[config.mk]
export PLATFORM = sky130hd
export DESIGN_NAME = ipcb_bridge
export DESIGN_NICKNAME = d
export VERILOG_FILES = /design/src/hw/ipcb_pkg.sv /design/src/hw/ipcb_link_if.sv /design/src/hw/ipcb_bridge.sv /design/src/hw/ipcb_ipseq.sv /design/src/hw/ipcb_irq.sv
export SDC_FILE = /design/constraint.sdc
export NUM_CORES = 1
export LEC_CHECK = 0
export BUFFER_PORTS_ARGS = -buffer_cell sky130_fd_sc_hd__buf_2
export CAP_MARGIN = 40
export CORE_ASPECT_RATIO = 1.2
export CORE_MARGIN = 8
export CORE_UTILIZATION = 44
export CTS_BUF_LIST = sky130_fd_sc_hd__clkbuf_16
export CTS_CLUSTER_DIAMETER = 100
export DETAILED_ROUTE_END_ITERATION = 10
export PLACE_DENSITY_LB_ADDON = 0.05
export SKIP_CTS_REPAIR_TIMING = 1
export SLEW_MARGIN = 20
export SYNTH_ARGS = -nofsm -noshare
export SYNTH_HDL_FRONTEND = slang
export SYNTH_HIERARCHICAL = 1
export SYNTH_SLANG_ARGS = --single-unit
[constraint.sdc]
create_clock -name clock -period 2.65 [get_ports clock]
set_clock_uncertainty 0.05 [all_clocks]
set_input_delay 0.53 -clock clock [delete_from_list [all_inputs] [get_ports clock]]
set_output_delay 0.53 -clock clock [all_outputs]
set_load 0.02 [all_outputs]
[src/hw/ipcb_pkg.sv]
package ipcb_pkg;
	localparam int CLK_MHZ = 50;
	localparam int IP_MHZ  = 8;
	// soft reset pulse length in ns, rounded up to whole clock cycles
	localparam int SRST_NS = 1000;
	localparam logic [6:0] SRST_CYC = 7'((SRST_NS * CLK_MHZ + 999) / 1000);
	// module clock made by a phase accumulator: toggles at twice its rate
	localparam logic [6:0] IP_PH_STEP = 7'(2 * IP_MHZ);
	localparam logic [6:0] IP_PH_MOD  = 7'(CLK_MHZ);
	// module clock periods before an unanswered access is ended
	localparam logic [3:0] TMO_IP_CYC = 4'h8;
	localparam int NSLOT = 4;
	localparam int NREQ  = 8;
	// address modifiers
	localparam logic [5:0] AM_A16_USR = 6'h29;
	localparam logic [5:0] AM_A16_SUP = 6'h2D;
	localparam logic [5:0] AM_A24_USR = 6'h39;
	localparam logic [5:0] AM_A24_SUP = 6'h3D;
	// short i/o block layout: addr[9:8] slot, addr[7:6] region
	localparam logic [1:0] RG_ID      = 2'h2;
	localparam logic [1:0] RG_CARRIER = 2'h3;
	localparam logic [1:0] CARRIER_SLOT = 2'h0;
	// carrier register byte offsets
	localparam logic [7:0] OFF_STATUS = 8'hC1;
	localparam logic [7:0] OFF_LEVEL  = 8'hC3;
	localparam logic [7:0] OFF_ERROR  = 8'hC5;
	localparam logic [7:0] OFF_MEMEN  = 8'hC7;
	localparam logic [7:0] OFF_WIN [NSLOT] = '{8'hD1, 8'hD3, 8'hD5, 8'hD7};
	localparam logic [7:0] OFF_INTEN  = 8'hE1;
	localparam logic [7:0] OFF_PEND   = 8'hE3;
	localparam logic [7:0] OFF_ICLR   = 8'hE5;
	// status field positions
	localparam int ST_AUTOCLR = 7;
	localparam int ST_AAD     = 6;
	localparam int ST_TMO     = 5;
	localparam int ST_SRST    = 4;
	localparam int ST_GIE     = 3;
	localparam int ST_GIP     = 2;
	// memory window fields
	localparam int MW_BASE_HI = 7;
	localparam int MW_BASE_LO = 4;
	localparam int MW_SIZE_HI = 3;
	localparam int MW_SIZE_LO = 2;
	localparam logic [3:0] MW_MASK_1MB = 4'hF;
	typedef enum logic [1:0] {IPCB_K_IO, IPCB_K_ID, IPCB_K_MEM} ipcb_kind_e;
endpackage

[src/hw/ipcb_link_if.sv]
`timescale 1ns/1ps
interface ipcb_link_if;
	import ipcb_pkg::*;
	logic             start;
	ipcb_kind_e       kind;
	logic [1:0]       slot;
	logic             write;
	logic [22:1]      addr;
	logic [15:0]      wdata;
	logic [1:0]       lanes_n;
	logic             done;
	logic             timed_out;
	logic [15:0]      rdata;
	logic [NREQ-1:0]  enable;
	logic [NREQ-1:0]  clear;
	logic [NREQ-1:0]  pending;
	logic             global_irq_enable;
	logic             auto_clear;
	logic [2:0]       level;
	logic             soft_rst;
	modport top (output start, kind, slot, write, addr, wdata, lanes_n,
		enable, clear, global_irq_enable, auto_clear, level, soft_rst,
		input done, timed_out, rdata, pending);
	modport seq (input start, kind, slot, write, addr, wdata, lanes_n,
		output done, timed_out, rdata);
	modport irq (input enable, clear, global_irq_enable, auto_clear, level, soft_rst,
		output pending);
endinterface

[src/hw/ipcb_bridge.sv]
`timescale 1ns/1ps
module ipcb_bridge
	import ipcb_pkg::*;
(
	input  wire logic            clock,
	input  wire logic            rst,
	input  wire logic            ce,
	input  wire logic            vme_as_n,
	input  wire logic [1:0]      vme_ds_n,
	input  wire logic            vme_write_n,
	input  wire logic [5:0]      vme_am,
	input  wire logic [23:1]     vme_addr,
	input  wire logic [15:0]     vme_data_i,
	output logic      [15:0]     vme_data_o,
	output logic                 vme_data_oe,
	output logic                 vme_dtack_oe,
	output logic                 vme_berr_oe,
	output logic      [7:1]      vme_irq_oe,
	input  wire logic [5:0]      board_base_sel,
	output logic                 ip_clk,
	output logic                 ip_reset_n,
	output logic      [3:0]      ip_iosel_n,
	output logic      [3:0]      ip_idsel_n,
	output logic      [3:0]      ip_memsel_n,
	output logic                 ip_rw_n,
	output logic      [22:1]     ip_addr,
	output logic      [1:0]      ip_bs_n,
	input  wire logic [15:0]     ip_data_i,
	output logic      [15:0]     ip_data_o,
	output logic                 ip_data_oe,
	input  wire logic            ip_ack_n,
	input  wire logic [NREQ-1:0] ip_intreq_n,
	input  wire logic [3:0]      ip_error_n
);
	typedef enum {B_IDLE, B_MOD, B_ANS} ipcb_bus_e;
	localparam int SV_W = 59;

	ipcb_link_if link ();
	ipcb_bus_e     state_reg;
	logic [SV_W-1:0] sv_meta, sv_sync;
	logic          s_as_n, s_wr_n;
	logic [1:0]    s_ds_n;
	logic [5:0]    s_am, s_base;
	logic [23:1]   s_addr;
	logic [15:0]   s_data;
	logic [3:0]    s_err_n;
	logic          cycle, a16, a24, odd_only, carrier_hit, id_refuse;
	logic [1:0]    region, slot_a16, mem_slot;
	logic [7:0]    reg_off, reg_rdata;
	logic          reg_wr, reg_rd;
	logic [NSLOT-1:0] mem_hit;
	logic [3:0]    win_mask [NSLOT];
	logic          auto_clr_reg, aad_reg, tmo_reg, gie_reg;
	logic [2:0]    level_reg;
	logic [3:0]    memen_reg;
	logic [7:0]    win_reg [NSLOT];
	logic [7:0]    inten_reg;
	logic [7:0]    iclr_reg;
	logic [6:0]    srst_cnt_reg;

	// every pin input goes through two flops before any decode
	always_ff @(posedge clock)
		if (rst)
		begin
			// strobes reset to their idle levels so no cycle is seen
			sv_meta <= {4'hF, 1'h1, 2'h3, 1'h1, 51'h0};
			sv_sync <= {4'hF, 1'h1, 2'h3, 1'h1, 51'h0};
		end
		else if (ce)
		begin
			sv_meta <= {ip_error_n, vme_as_n, vme_ds_n, vme_write_n, vme_am,
				vme_addr, vme_data_i, board_base_sel};
			sv_sync <= sv_meta;
		end
	assign {s_err_n, s_as_n, s_ds_n, s_wr_n, s_am, s_addr, s_data, s_base} =
		sv_sync;

	assign cycle = !s_as_n && s_ds_n != 2'h3;
	assign a16 = (s_am == AM_A16_USR || s_am == AM_A16_SUP)
		&& s_addr[15:10] == s_base;
	assign a24 = s_am == AM_A24_USR || s_am == AM_A24_SUP;
	assign region = s_addr[7:6];
	assign slot_a16 = s_addr[9:8];
	assign odd_only = !s_ds_n[0] && s_ds_n[1];
	assign reg_off = {s_addr[7:1], 1'b1};
	assign carrier_hit = a16 && region == RG_CARRIER;
	// id space takes odd byte reads only; anything else is answered blank
	assign id_refuse = a16 && region == RG_ID && (!s_wr_n || !odd_only);
	assign reg_wr = state_reg == B_IDLE && cycle && carrier_hit
		&& slot_a16 == CARRIER_SLOT && !s_wr_n && !s_ds_n[0];
	assign reg_rd = state_reg == B_IDLE && cycle && carrier_hit
		&& slot_a16 == CARRIER_SLOT && s_wr_n && !s_ds_n[0];

	for (genvar i = 0; i < NSLOT; i++)
	begin : g_win
		assign win_mask[i] = 4'(MW_MASK_1MB << win_reg[i][MW_SIZE_HI:MW_SIZE_LO]);
		assign mem_hit[i] = a24 && memen_reg[i]
			&& ((s_addr[23:20] ^ win_reg[i][MW_BASE_HI:MW_BASE_LO])
			& win_mask[i]) == 4'h0;
		always_ff @(posedge clock)
			if (rst)
				win_reg[i] <= 8'h00;
			else if (ce && reg_wr && reg_off == OFF_WIN[i])
				win_reg[i] <= s_data[7:0];
	end

	// overlapping windows are a software error; lowest slot wins
	always_comb
	begin
		mem_slot = 2'h0;
		for (int i = NSLOT - 1; i >= 0; i--)
			if (mem_hit[i])
				mem_slot = 2'(i);
	end

	always_comb
	begin
		reg_rdata = 8'h00;
		unique case (reg_off)
			OFF_STATUS:
			begin
				reg_rdata[ST_AUTOCLR] = auto_clr_reg;
				reg_rdata[ST_AAD] = aad_reg;
				reg_rdata[ST_TMO] = tmo_reg;
				reg_rdata[ST_GIE] = gie_reg;
				reg_rdata[ST_GIP] = |link.pending;
			end
			OFF_LEVEL: reg_rdata = {5'h00, level_reg};
			OFF_ERROR: reg_rdata = {7'h00, ~&s_err_n};
			OFF_MEMEN: reg_rdata = {4'h0, memen_reg};
			OFF_INTEN: reg_rdata = inten_reg;
			OFF_PEND: reg_rdata = link.pending;
			default:
				for (int i = 0; i < NSLOT; i++)
					if (reg_off == OFF_WIN[i])
						reg_rdata = win_reg[i];
		endcase
	end

	always_ff @(posedge clock)
		if (rst)
		begin
			auto_clr_reg <= 1'b0;
			aad_reg <= 1'b0;
			gie_reg <= 1'b0;
			level_reg <= 3'h0;
			memen_reg <= 4'h0;
			inten_reg <= 8'h00;
			iclr_reg <= 8'h00;
		end
		else if (ce)
		begin
			iclr_reg <= 8'h00;
			if (reg_wr)
				unique case (reg_off)
					OFF_STATUS:
					begin
						auto_clr_reg <= s_data[ST_AUTOCLR];
						aad_reg <= s_data[ST_AAD];
						gie_reg <= s_data[ST_GIE];
					end
					OFF_LEVEL: level_reg <= s_data[2:0];
					OFF_MEMEN: memen_reg <= s_data[3:0];
					OFF_INTEN: inten_reg <= s_data[7:0];
					OFF_ICLR: iclr_reg <= s_data[7:0];
					default: ;
				endcase
		end

	// a timeout in the same cycle as a status read still sets the flag
	always_ff @(posedge clock)
		if (rst)
			tmo_reg <= 1'b0;
		else if (ce)
		begin
			if (link.done && link.timed_out)
				tmo_reg <= 1'b1;
			else if (reg_rd && reg_off == OFF_STATUS)
				tmo_reg <= 1'b0;
		end

	always_ff @(posedge clock)
		if (rst)
		begin
			srst_cnt_reg <= 7'h00;
			ip_reset_n <= 1'b0;
		end
		else if (ce)
		begin
			if (reg_wr && reg_off == OFF_STATUS && s_data[ST_SRST])
				srst_cnt_reg <= SRST_CYC;
			else if (srst_cnt_reg != 7'h00)
				srst_cnt_reg <= srst_cnt_reg - 7'h01;
			ip_reset_n <= srst_cnt_reg == 7'h00;
		end

	assign link.enable = inten_reg;
	assign link.clear = iclr_reg;
	assign link.global_irq_enable = gie_reg;
	assign link.auto_clear = auto_clr_reg;
	assign link.level = level_reg;
	assign link.soft_rst = srst_cnt_reg != 7'h00;

	always_ff @(posedge clock)
		if (rst)
		begin
			state_reg <= B_IDLE;
			vme_data_o <= 16'h0000;
			vme_data_oe <= 1'b0;
			vme_dtack_oe <= 1'b0;
			vme_berr_oe <= 1'b0;
			link.start <= 1'b0;
			link.kind <= IPCB_K_IO;
			link.slot <= 2'h0;
			link.write <= 1'b0;
			link.addr <= '0;
			link.wdata <= 16'h0000;
			link.lanes_n <= 2'h3;
		end
		else if (ce)
		begin
			link.start <= 1'b0;
			unique case (state_reg)
				B_IDLE:
					if (cycle && (carrier_hit || id_refuse))
					begin
						vme_data_o <= reg_rd ? {8'h00, reg_rdata} : 16'h0000;
						vme_data_oe <= s_wr_n;
						vme_dtack_oe <= 1'b1;
						state_reg <= B_ANS;
					end
					else if (cycle && (a16 || |mem_hit))
					begin
						link.start <= 1'b1;
						link.kind <= !a16 ? IPCB_K_MEM
							: (s_addr[7] ? IPCB_K_ID : IPCB_K_IO);
						link.slot <= a16 ? slot_a16 : mem_slot;
						link.write <= !s_wr_n;
						link.addr <= s_addr[22:1];
						link.wdata <= s_data;
						link.lanes_n <= s_ds_n;
						state_reg <= B_MOD;
					end
				B_MOD:
					if (link.done)
					begin
						vme_data_o <= link.rdata;
						if (link.timed_out && aad_reg)
							vme_berr_oe <= 1'b1;
						else
						begin
							vme_data_oe <= !link.write;
							vme_dtack_oe <= 1'b1;
						end
						state_reg <= B_ANS;
					end
				B_ANS:
					if (s_ds_n == 2'h3)
					begin
						vme_data_oe <= 1'b0;
						vme_dtack_oe <= 1'b0;
						vme_berr_oe <= 1'b0;
						state_reg <= B_IDLE;
					end
			endcase
		end

	ipcb_ipseq u_seq (
		.clock       (clock),
		.rst         (rst),
		.ce          (ce),
		.link        (link.seq),
		.ip_ack_n    (ip_ack_n),
		.ip_data_i   (ip_data_i),
		.ip_clk      (ip_clk),
		.ip_iosel_n  (ip_iosel_n),
		.ip_idsel_n  (ip_idsel_n),
		.ip_memsel_n (ip_memsel_n),
		.ip_rw_n     (ip_rw_n),
		.ip_addr     (ip_addr),
		.ip_bs_n     (ip_bs_n),
		.ip_data_o   (ip_data_o),
		.ip_data_oe  (ip_data_oe)
	);

	ipcb_irq u_irq (
		.clock       (clock),
		.rst         (rst),
		.ce          (ce),
		.link        (link.irq),
		.ip_intreq_n (ip_intreq_n),
		.vme_irq_oe  (vme_irq_oe)
	);

	a_tmo_clear_read: assert property (@(posedge clock) disable iff (rst)
		ce && reg_rd && reg_off == OFF_STATUS && !link.done |=> !tmo_reg)
		else $error("timeout flag survived status read");
	a_berr_aad: assert property (@(posedge clock) disable iff (rst)
		ce && state_reg == B_MOD && link.done && link.timed_out && aad_reg
		|=> vme_berr_oe && !vme_dtack_oe)
		else $error("no bus error on timeout");
	a_auto_ack: assert property (@(posedge clock) disable iff (rst)
		ce && state_reg == B_MOD && link.done && link.timed_out && !aad_reg
		|=> vme_dtack_oe && tmo_reg && !vme_berr_oe)
		else $error("timeout access not completed");
	a_srst_len: assert property (@(posedge clock) disable iff (rst)
		$fell(ip_reset_n) |-> !ip_reset_n [*8] ##43 ip_reset_n)
		else $error("soft reset pulse length wrong");
	a_mem_enable: assert property (@(posedge clock) disable iff (rst)
		link.start && link.kind == IPCB_K_MEM |-> memen_reg[link.slot])
		else $error("memory access to disabled slot");
	a_id_readonly: assert property (@(posedge clock) disable iff (rst)
		link.start && link.kind == IPCB_K_ID |-> !link.write
		&& link.lanes_n == 2'h2)
		else $error("id access not an odd byte read");
	a_no_foreign: assert property (@(posedge clock) disable iff (rst)
		ce && state_reg == B_IDLE && !a16 && mem_hit == 4'h0
		|=> !vme_dtack_oe && !link.start)
		else $error("answered an address outside the board");
	a_gip_read: assert property (@(posedge clock) disable iff (rst)
		ce && reg_rd && reg_off == OFF_STATUS |=> vme_data_o[ST_GIP]
		== $past(|link.pending) && vme_data_o[1:0] == 2'h0)
		else $error("global pending bit wrong");
	c_reg_write: cover property (@(posedge clock) disable iff (rst)
		reg_wr && reg_off == OFF_MEMEN);
	c_berr: cover property (@(posedge clock) disable iff (rst)
		$rose(vme_berr_oe));
	c_mem_access: cover property (@(posedge clock) disable iff (rst)
		link.start && link.kind == IPCB_K_MEM ##[1:200] vme_dtack_oe);
endmodule

[src/hw/ipcb_ipseq.sv]
`timescale 1ns/1ps
module ipcb_ipseq
	import ipcb_pkg::*;
(
	input  wire logic        clock,
	input  wire logic        rst,
	input  wire logic        ce,
	ipcb_link_if.seq         link,
	input  wire logic        ip_ack_n,
	input  wire logic [15:0] ip_data_i,
	output logic             ip_clk,
	output logic [3:0]       ip_iosel_n,
	output logic [3:0]       ip_idsel_n,
	output logic [3:0]       ip_memsel_n,
	output logic             ip_rw_n,
	output logic [22:1]      ip_addr,
	output logic [1:0]       ip_bs_n,
	output logic [15:0]      ip_data_o,
	output logic             ip_data_oe
);
	typedef enum {Q_IDLE, Q_SEL, Q_WAIT} ipcb_q_e;
	ipcb_q_e     q_reg;
	logic [5:0]  phase_reg;
	logic [6:0]  phase_sum;
	logic        wrap;
	logic        fall;
	logic        ack_meta, ack_sync;
	logic [15:0] dat_meta, dat_sync;
	logic [3:0]  wait_reg;
	logic [3:0]  onehot;

	assign phase_sum = {1'b0, phase_reg} + IP_PH_STEP;
	assign wrap = phase_sum >= IP_PH_MOD;
	// act on the falling edge so selects settle before the module samples
	assign fall = wrap && ip_clk;
	assign onehot = 4'(4'h1 << link.slot);

	always_ff @(posedge clock)
		if (rst)
		begin
			phase_reg <= '0;
			ip_clk <= 1'b0;
		end
		else if (ce)
		begin
			phase_reg <= wrap ? 6'(phase_sum - IP_PH_MOD) : phase_sum[5:0];
			if (wrap)
				ip_clk <= ~ip_clk;
		end

	always_ff @(posedge clock)
		if (rst)
		begin
			ack_meta <= 1'b1;
			ack_sync <= 1'b1;
			dat_meta <= '0;
			dat_sync <= '0;
		end
		else if (ce)
		begin
			ack_meta <= ip_ack_n;
			ack_sync <= ack_meta;
			dat_meta <= ip_data_i;
			dat_sync <= dat_meta;
		end

	always_ff @(posedge clock)
		if (rst)
		begin
			q_reg <= Q_IDLE;
			wait_reg <= '0;
			link.done <= 1'b0;
			link.timed_out <= 1'b0;
			link.rdata <= '0;
			ip_iosel_n <= 4'hF;
			ip_idsel_n <= 4'hF;
			ip_memsel_n <= 4'hF;
			ip_rw_n <= 1'b1;
			ip_addr <= '0;
			ip_bs_n <= 2'h3;
			ip_data_o <= '0;
			ip_data_oe <= 1'b0;
		end
		else if (ce)
		begin
			link.done <= 1'b0;
			unique case (q_reg)
				Q_IDLE:
					if (link.start)
						q_reg <= Q_SEL;
				Q_SEL:
					if (fall)
					begin
						ip_iosel_n <= (link.kind == IPCB_K_IO) ? ~onehot : 4'hF;
						ip_idsel_n <= (link.kind == IPCB_K_ID) ? ~onehot : 4'hF;
						ip_memsel_n <= (link.kind == IPCB_K_MEM) ? ~onehot : 4'hF;
						ip_rw_n <= ~link.write;
						ip_addr <= link.addr;
						ip_bs_n <= link.lanes_n;
						ip_data_o <= link.wdata;
						ip_data_oe <= link.write;
						wait_reg <= '0;
						q_reg <= Q_WAIT;
					end
				Q_WAIT:
					if (fall)
					begin
						// each module wait state costs one more module period
						if (!ack_sync || wait_reg == TMO_IP_CYC)
						begin
							link.rdata <= dat_sync;
							link.timed_out <= ack_sync;
							link.done <= 1'b1;
							ip_iosel_n <= 4'hF;
							ip_idsel_n <= 4'hF;
							ip_memsel_n <= 4'hF;
							ip_rw_n <= 1'b1;
							ip_bs_n <= 2'h3;
							ip_data_oe <= 1'b0;
							q_reg <= Q_IDLE;
						end
						else
							wait_reg <= wait_reg + 4'h1;
					end
			endcase
		end

	a_tmo_bounded: assert property (@(posedge clock) disable iff (rst)
		link.start |-> ##[1:200] link.done)
		else $error("module access not ended in time");
endmodule

[src/hw/ipcb_irq.sv]
`timescale 1ns/1ps
module ipcb_irq
	import ipcb_pkg::*;
(
	input  wire logic            clock,
	input  wire logic            rst,
	input  wire logic            ce,
	ipcb_link_if.irq             link,
	input  wire logic [NREQ-1:0] ip_intreq_n,
	output logic [7:1]           vme_irq_oe
);
	logic [NREQ-1:0] req_meta, req_sync, pend_reg;
	logic            active;

	assign link.pending = pend_reg;
	assign active = link.global_irq_enable && |(pend_reg & link.enable);

	always_ff @(posedge clock)
		if (rst)
		begin
			req_meta <= '0;
			req_sync <= '0;
		end
		else if (ce)
		begin
			req_meta <= ~ip_intreq_n;
			req_sync <= req_meta;
		end

	always_ff @(posedge clock)
		if (rst)
			pend_reg <= '0;
		else if (ce)
		begin
			if (link.soft_rst)
				pend_reg <= '0;
			else if (link.auto_clear)
				pend_reg <= req_sync;
			else
				pend_reg <= (pend_reg & ~link.clear) | req_sync;
		end

	// only module requests are passed on; nothing originates here
	for (genvar l = 1; l <= 7; l++)
	begin : g_lvl
		always_ff @(posedge clock)
			if (rst)
				vme_irq_oe[l] <= 1'b0;
			else if (ce)
				vme_irq_oe[l] <= active && link.level == 3'(l);
	end

	a_irq_gated: assert property (@(posedge clock) disable iff (rst)
		ce && !link.global_irq_enable |=> vme_irq_oe == 7'h00)
		else $error("interrupt passed with global enable off");
	a_pend_follow: assert property (@(posedge clock) disable iff (rst)
		ce && link.auto_clear && !link.soft_rst |=> pend_reg == $past(req_sync))
		else $error("pending latched in auto clear mode");
	a_irq_level: assert property (@(posedge clock) disable iff (rst)
		ce && active && link.level == 3'h3 |=> vme_irq_oe == 7'h04)
		else $error("request not on chosen level");
	c_irq_out: cover property (@(posedge clock) disable iff (rst)
		$rose(|vme_irq_oe));
endmodule

Word level (Yosys, flattened, before mapping)
Memory sizes are Yosys's and may differ from the RTL's. Cells that the tools add are included.

Register bits after elaboration: 430. Bits in latches: 0. Memory bits (writable): 32. Bits in read-only memories: 0. Input bits: 87. Output and inout port bits: 82. Logic and storage cells: 325. Memories: 1.

Memory list: win_reg (depth 4, width 8, rd ports 4, clocked after Yosys merged registers in 0, write ports 4, RTL line ipcb_bridge.sv:56) `logic [7:0] win_reg [NSLOT];`.

$add $sub $neg: 4. $mul: 0. Div/mod/pow operators: 0. $lt $le $gt $ge: 1. Eq/ne operators: 45. Shift operators: 5. Mux-type cells: 101. Bitwise operators: 21. Reduce and logical (&&, ||, !) cells: 94.

Operators by type and width (count): 32-bit 2-to-1 mux (8); 32-bit one-hot mux with 3 select lines (2); 8-bit 2-to-1 mux (13); 32-bit zero test (3); 7-bit equality test (second input constant) (11); 32-bit by 1-bit equality test with 1-bit output (second input constant) (2); 32-bit by 2-bit equality test with 1-bit output (second input constant) (2); 4-bit 2-to-1 mux (11); 1-bit logical AND (42); 1-bit 2-to-1 mux (38); 16-bit 2-to-1 mux (2); 16-bit one-hot mux with 2 select lines (1); 4-bit one-hot mux with 2 select lines (4); 5-bit AND reduction (5); 6-bit equality test (second input constant) (4); 2-bit one-hot mux with 6 select lines (2); 4-bit AND reduction (5); 2-bit 2-to-1 mux (9); 4-bit bitwise AND (4); 8-bit bitwise AND (2); 4-bit zero test (4); 8-bit inverter (2); 8-bit OR reduction (2); 4-bit by 2-bit left shift with 4-bit output (first input constant) (4); other kinds (37) (89).

Longest topological paths before layout
Depth after elaboration: 14. Gate-level depth with buffers: 9. Gate-level depth less buffers: 8.

By module
Netlist, hierarchy kept.

By module, submodules not included: ipcb_bridge (times used 1, cells each 1096, area each 10871.7 µm²); ipcb_ipseq (times used 1, cells each 524, area each 4687.0 µm²); ipcb_irq (times used 1, cells each 125, area each 1232.4 µm²).

Worst setup path after synthesis
No wires, ideal clock.

Path type: reg2reg. Start point: reg state_reg[0]. End point: mem win_reg[3][0], enable pin. Library setup time: 0.384 ns. Arrival: 2.319 ns. Data required time: 2.216 ns. Path slack: -0.103 ns. Cell stages (with the launch flop): 8. Buffers on the path: 0. Cell sequence: dfxtp_1 -> inv_1 -> ha_1 -> nor4b_2 -> nand3_1 -> nor4_1 -> nand2_1 -> o21ai_0.

RTL lines: start, declared (RTL line ipcb_bridge.sv:39) `ipcb_bus_e state_reg;`; start signal, assigned (RTL line ipcb_bridge.sv:207) `state_reg <= B_IDLE;`; start signal, assigned (RTL line ipcb_bridge.sv:230) `state_reg <= B_ANS;`; start signal, assigned (RTL line ipcb_bridge.sv:242) `state_reg <= B_MOD;`; end, declared (RTL line ipcb_bridge.sv:56).

==> out/metrics.yaml <==
critPathMostFrequentCell: "buf_12"
rsz0062_at_grt: "no"
ys.flop_type: "dfxtp_1"
yosysMostFrequentCell: "dfxtp_1"
synthToLayoutAreaGrowth_pct: 16.8
synth_area_leaders: "dfxtp_1, mux2i_1, edfxtp_1, nand2_1, nor2_1"
dp_slack_ns: 0.000532
multiInputGateArea_um2: 7820
clockBufferDepth: 3
gp_congestion: 0.842
end_kind: "register"
clk_pin_slew_ns: 0.06
p_total_mw: 13.4
path_cells: "xnor2_1 -> o21ai_0 -> a2111oi_4 -> buf_4 -> nand2b_1 -> o2111a_2 -> buf_12 -> buf_12 -> mux2i_1"
ys_warn_count: 6
nFillCells: 3593
r2r_start: "win_reg[0][5]"
timing.max_cap.violations: 0
path_buf_inv: 3
ant_nets: 0
synth_nets: 1845
via_per_inst: 5.26
hold_start: "ip_intreq_n[5]"
cts.sinks: 399
fp.dieH_um: 230
dieArea_um2: 44700
wirelength_um: 42800
cp.required_ns: 3.06
start_util_pct: 44.5
htreeDepth: 2
p_leak_nw: 7.67
num_rows: 78
cts_tree: "built"
clk_latency_ns: 0.55
relSlewSlack_pct: 42.7
hold_path.class: "in -> reg"
status: "finished clean"
vias: 12600
crit_family: "compound AO/OA/AOI/OAI gates"
fin_ws_ns: 0.172
grt_max_degree: 115
start_kind: "register"
core_um2: 37800
synth_common_cells: "dfxtp_1, mux2i_1, nand2_1, nor2_1, a21oi_1"
cellPowerDensity_nw_per_um2: 685
drt_iter0_drc: 650
ff_latch_area_um2: 8310
worstHoldPathCells: 2
synth_top_area_cell: "dfxtp_1"
grt_pass1_vias: 12100
ir_drop_mv: 0.391
async_flop_share_pct: 0
arrival_ns: 2.89
yosysTopAreaCellShare_pct: 43.8
layout.nets: 1990
port_buffers: 167
layout-drive-gt1-share_pct: 17.4
reg2reg_depth: 9
cp_slowest_cell: "edfxtp_1"
place_area_um2: 18200
wl_per_cell_um: 17.8
grt_pass1_wl_um: 67400
antenna_found_initial: 2
cts-root-buf: "clkbuf_16"
cp_max_fo: 18
dieWidth_um: 194
diodes: 0
r2r_end: "link.addr[17]"
min_to: "u_irq/req_meta[5]"
stdcell_area_um2: 19600
hold_ws_ns: 0.134
rrSetupSlack_ns: 0.17
final-hold-violation-count: 0
syn_inst: 1745
syn_area_um2: 16800
synth_edf_count: 32
ys_ff_latch: 399
cts_buffers: 43
tightest_slew_ns: 0.856
maxSlewViolCount: 0
critPathMaxStageDelay_ns: 0.42
grt_overflow_total: 0
place_hpwl_um: 30200
synth-seq-area-share_pct: 49.5
syn_avg_cell_area_um2: 9.62
io_pins: 169
synth_cell_type_count: 88
clock.fmax_mhz: 404
track_usage_pct: 18.4
drc: 0
fin_crit_ns: 2.48
setup_viol: 0
period_share_pct: 93.5
critPathKind: "reg -> reg"
drt-pass1-iter-count: 4
cell type report:
class | instances | area share, %
clock inverters | 33 | 1.46
multi-input cells | 1196 | 39.9
clock buffers | 44 | 5.62
repair buffers | 223 | 7.06
inverters | 27 | 0.523
well taps | 480 | 3.06
flip-flops and latches | 399 | 42.4
cell families after synthesis:
group                      Yosys count  synth area share [%]
DFF                                399                  49.5
buffers and inverters              150                  4.20
AOI/OAI and AO/OA                  256                  9.58
muxes                              252                  15.7
xor gates and xnor gates            27                  1.41
adders and majority gates           13                 0.969
and+or+nand+nor                    648                  18.7
cells in the final DEF (no fill, tap or decap), types with 10 or more instances in the layout:
| master | instances |
|---|---|
| o21ai_0 | 53 |
| a21oi_1 | 102 |
| a211oi_1 | 19 |
| o31ai_1 | 11 |
| edfxtp_1 | 32 |
| and2_1 | 36 |
| buf_2 | 165 |
| inv_1 | 34 |
| xnor2_1 | 21 |
| clkbuf_16 | 44 |
| nand2_1 | 235 |
| nand4_1 | 10 |
| dfxtp_1 | 367 |
| a22oi_1 | 21 |
| nand2b_1 | 26 |
| nand3_1 | 39 |
| nor2_1 | 209 |
| mux2i_1 | 238 |
| buf_4 | 48 |
| ha_1 | 13 |
| nor2b_1 | 15 |
worst max-delay path by stage:
stage	slack, ns	to	depth (start not counted)	start
4_1_cts	-0.05	link.addr[17]	9	sv_sync[43]
5_1_grt	0.04	level_reg[0]	7	sv_sync[33]
2_1_floorplan	-0.10	win_reg[3][0]	7	state_reg[0]
3_5_place_dp	0.0005	link.addr[5]	9	sv_sync[43]
6_report	0.17	link.addr[17]	9	win_reg[0][5]
3_3_place_gp	0.12	link.addr[4]	9	sv_sync[46]
per-stage QoR:
stage                     setup TNS, ns  util [%]  cells
after floorplan                   -3.22         -   1745
after global placement                0      48.1   2324
after detailed placement              0      48.2   2325
after CTS                        -0.225      51.8   2402
after global routing                  0      51.9   2402
final                                 0      51.9   2402
report_power, final:
part | total [mW] | internal [mW] | switching (mW)
registers | 6.43 | 6.27 | 0.162
clock network | 5.91 | 3.50 | 2.41
logic | 1.09 | 0.462 | 0.627
per-layer routing:
metal	wire length, µm	global-route usage [%]	vias to the layer above	share of wire, %
met3	1630	2.94	68	3.8
met2	20100	30.1	224	47
met5	0	0	-	0
met1	19900	24.5	6007	46
met4	1180	6.07	0	2.8
li1	-	-	6342	-
(Power assumes the default switching activity.)
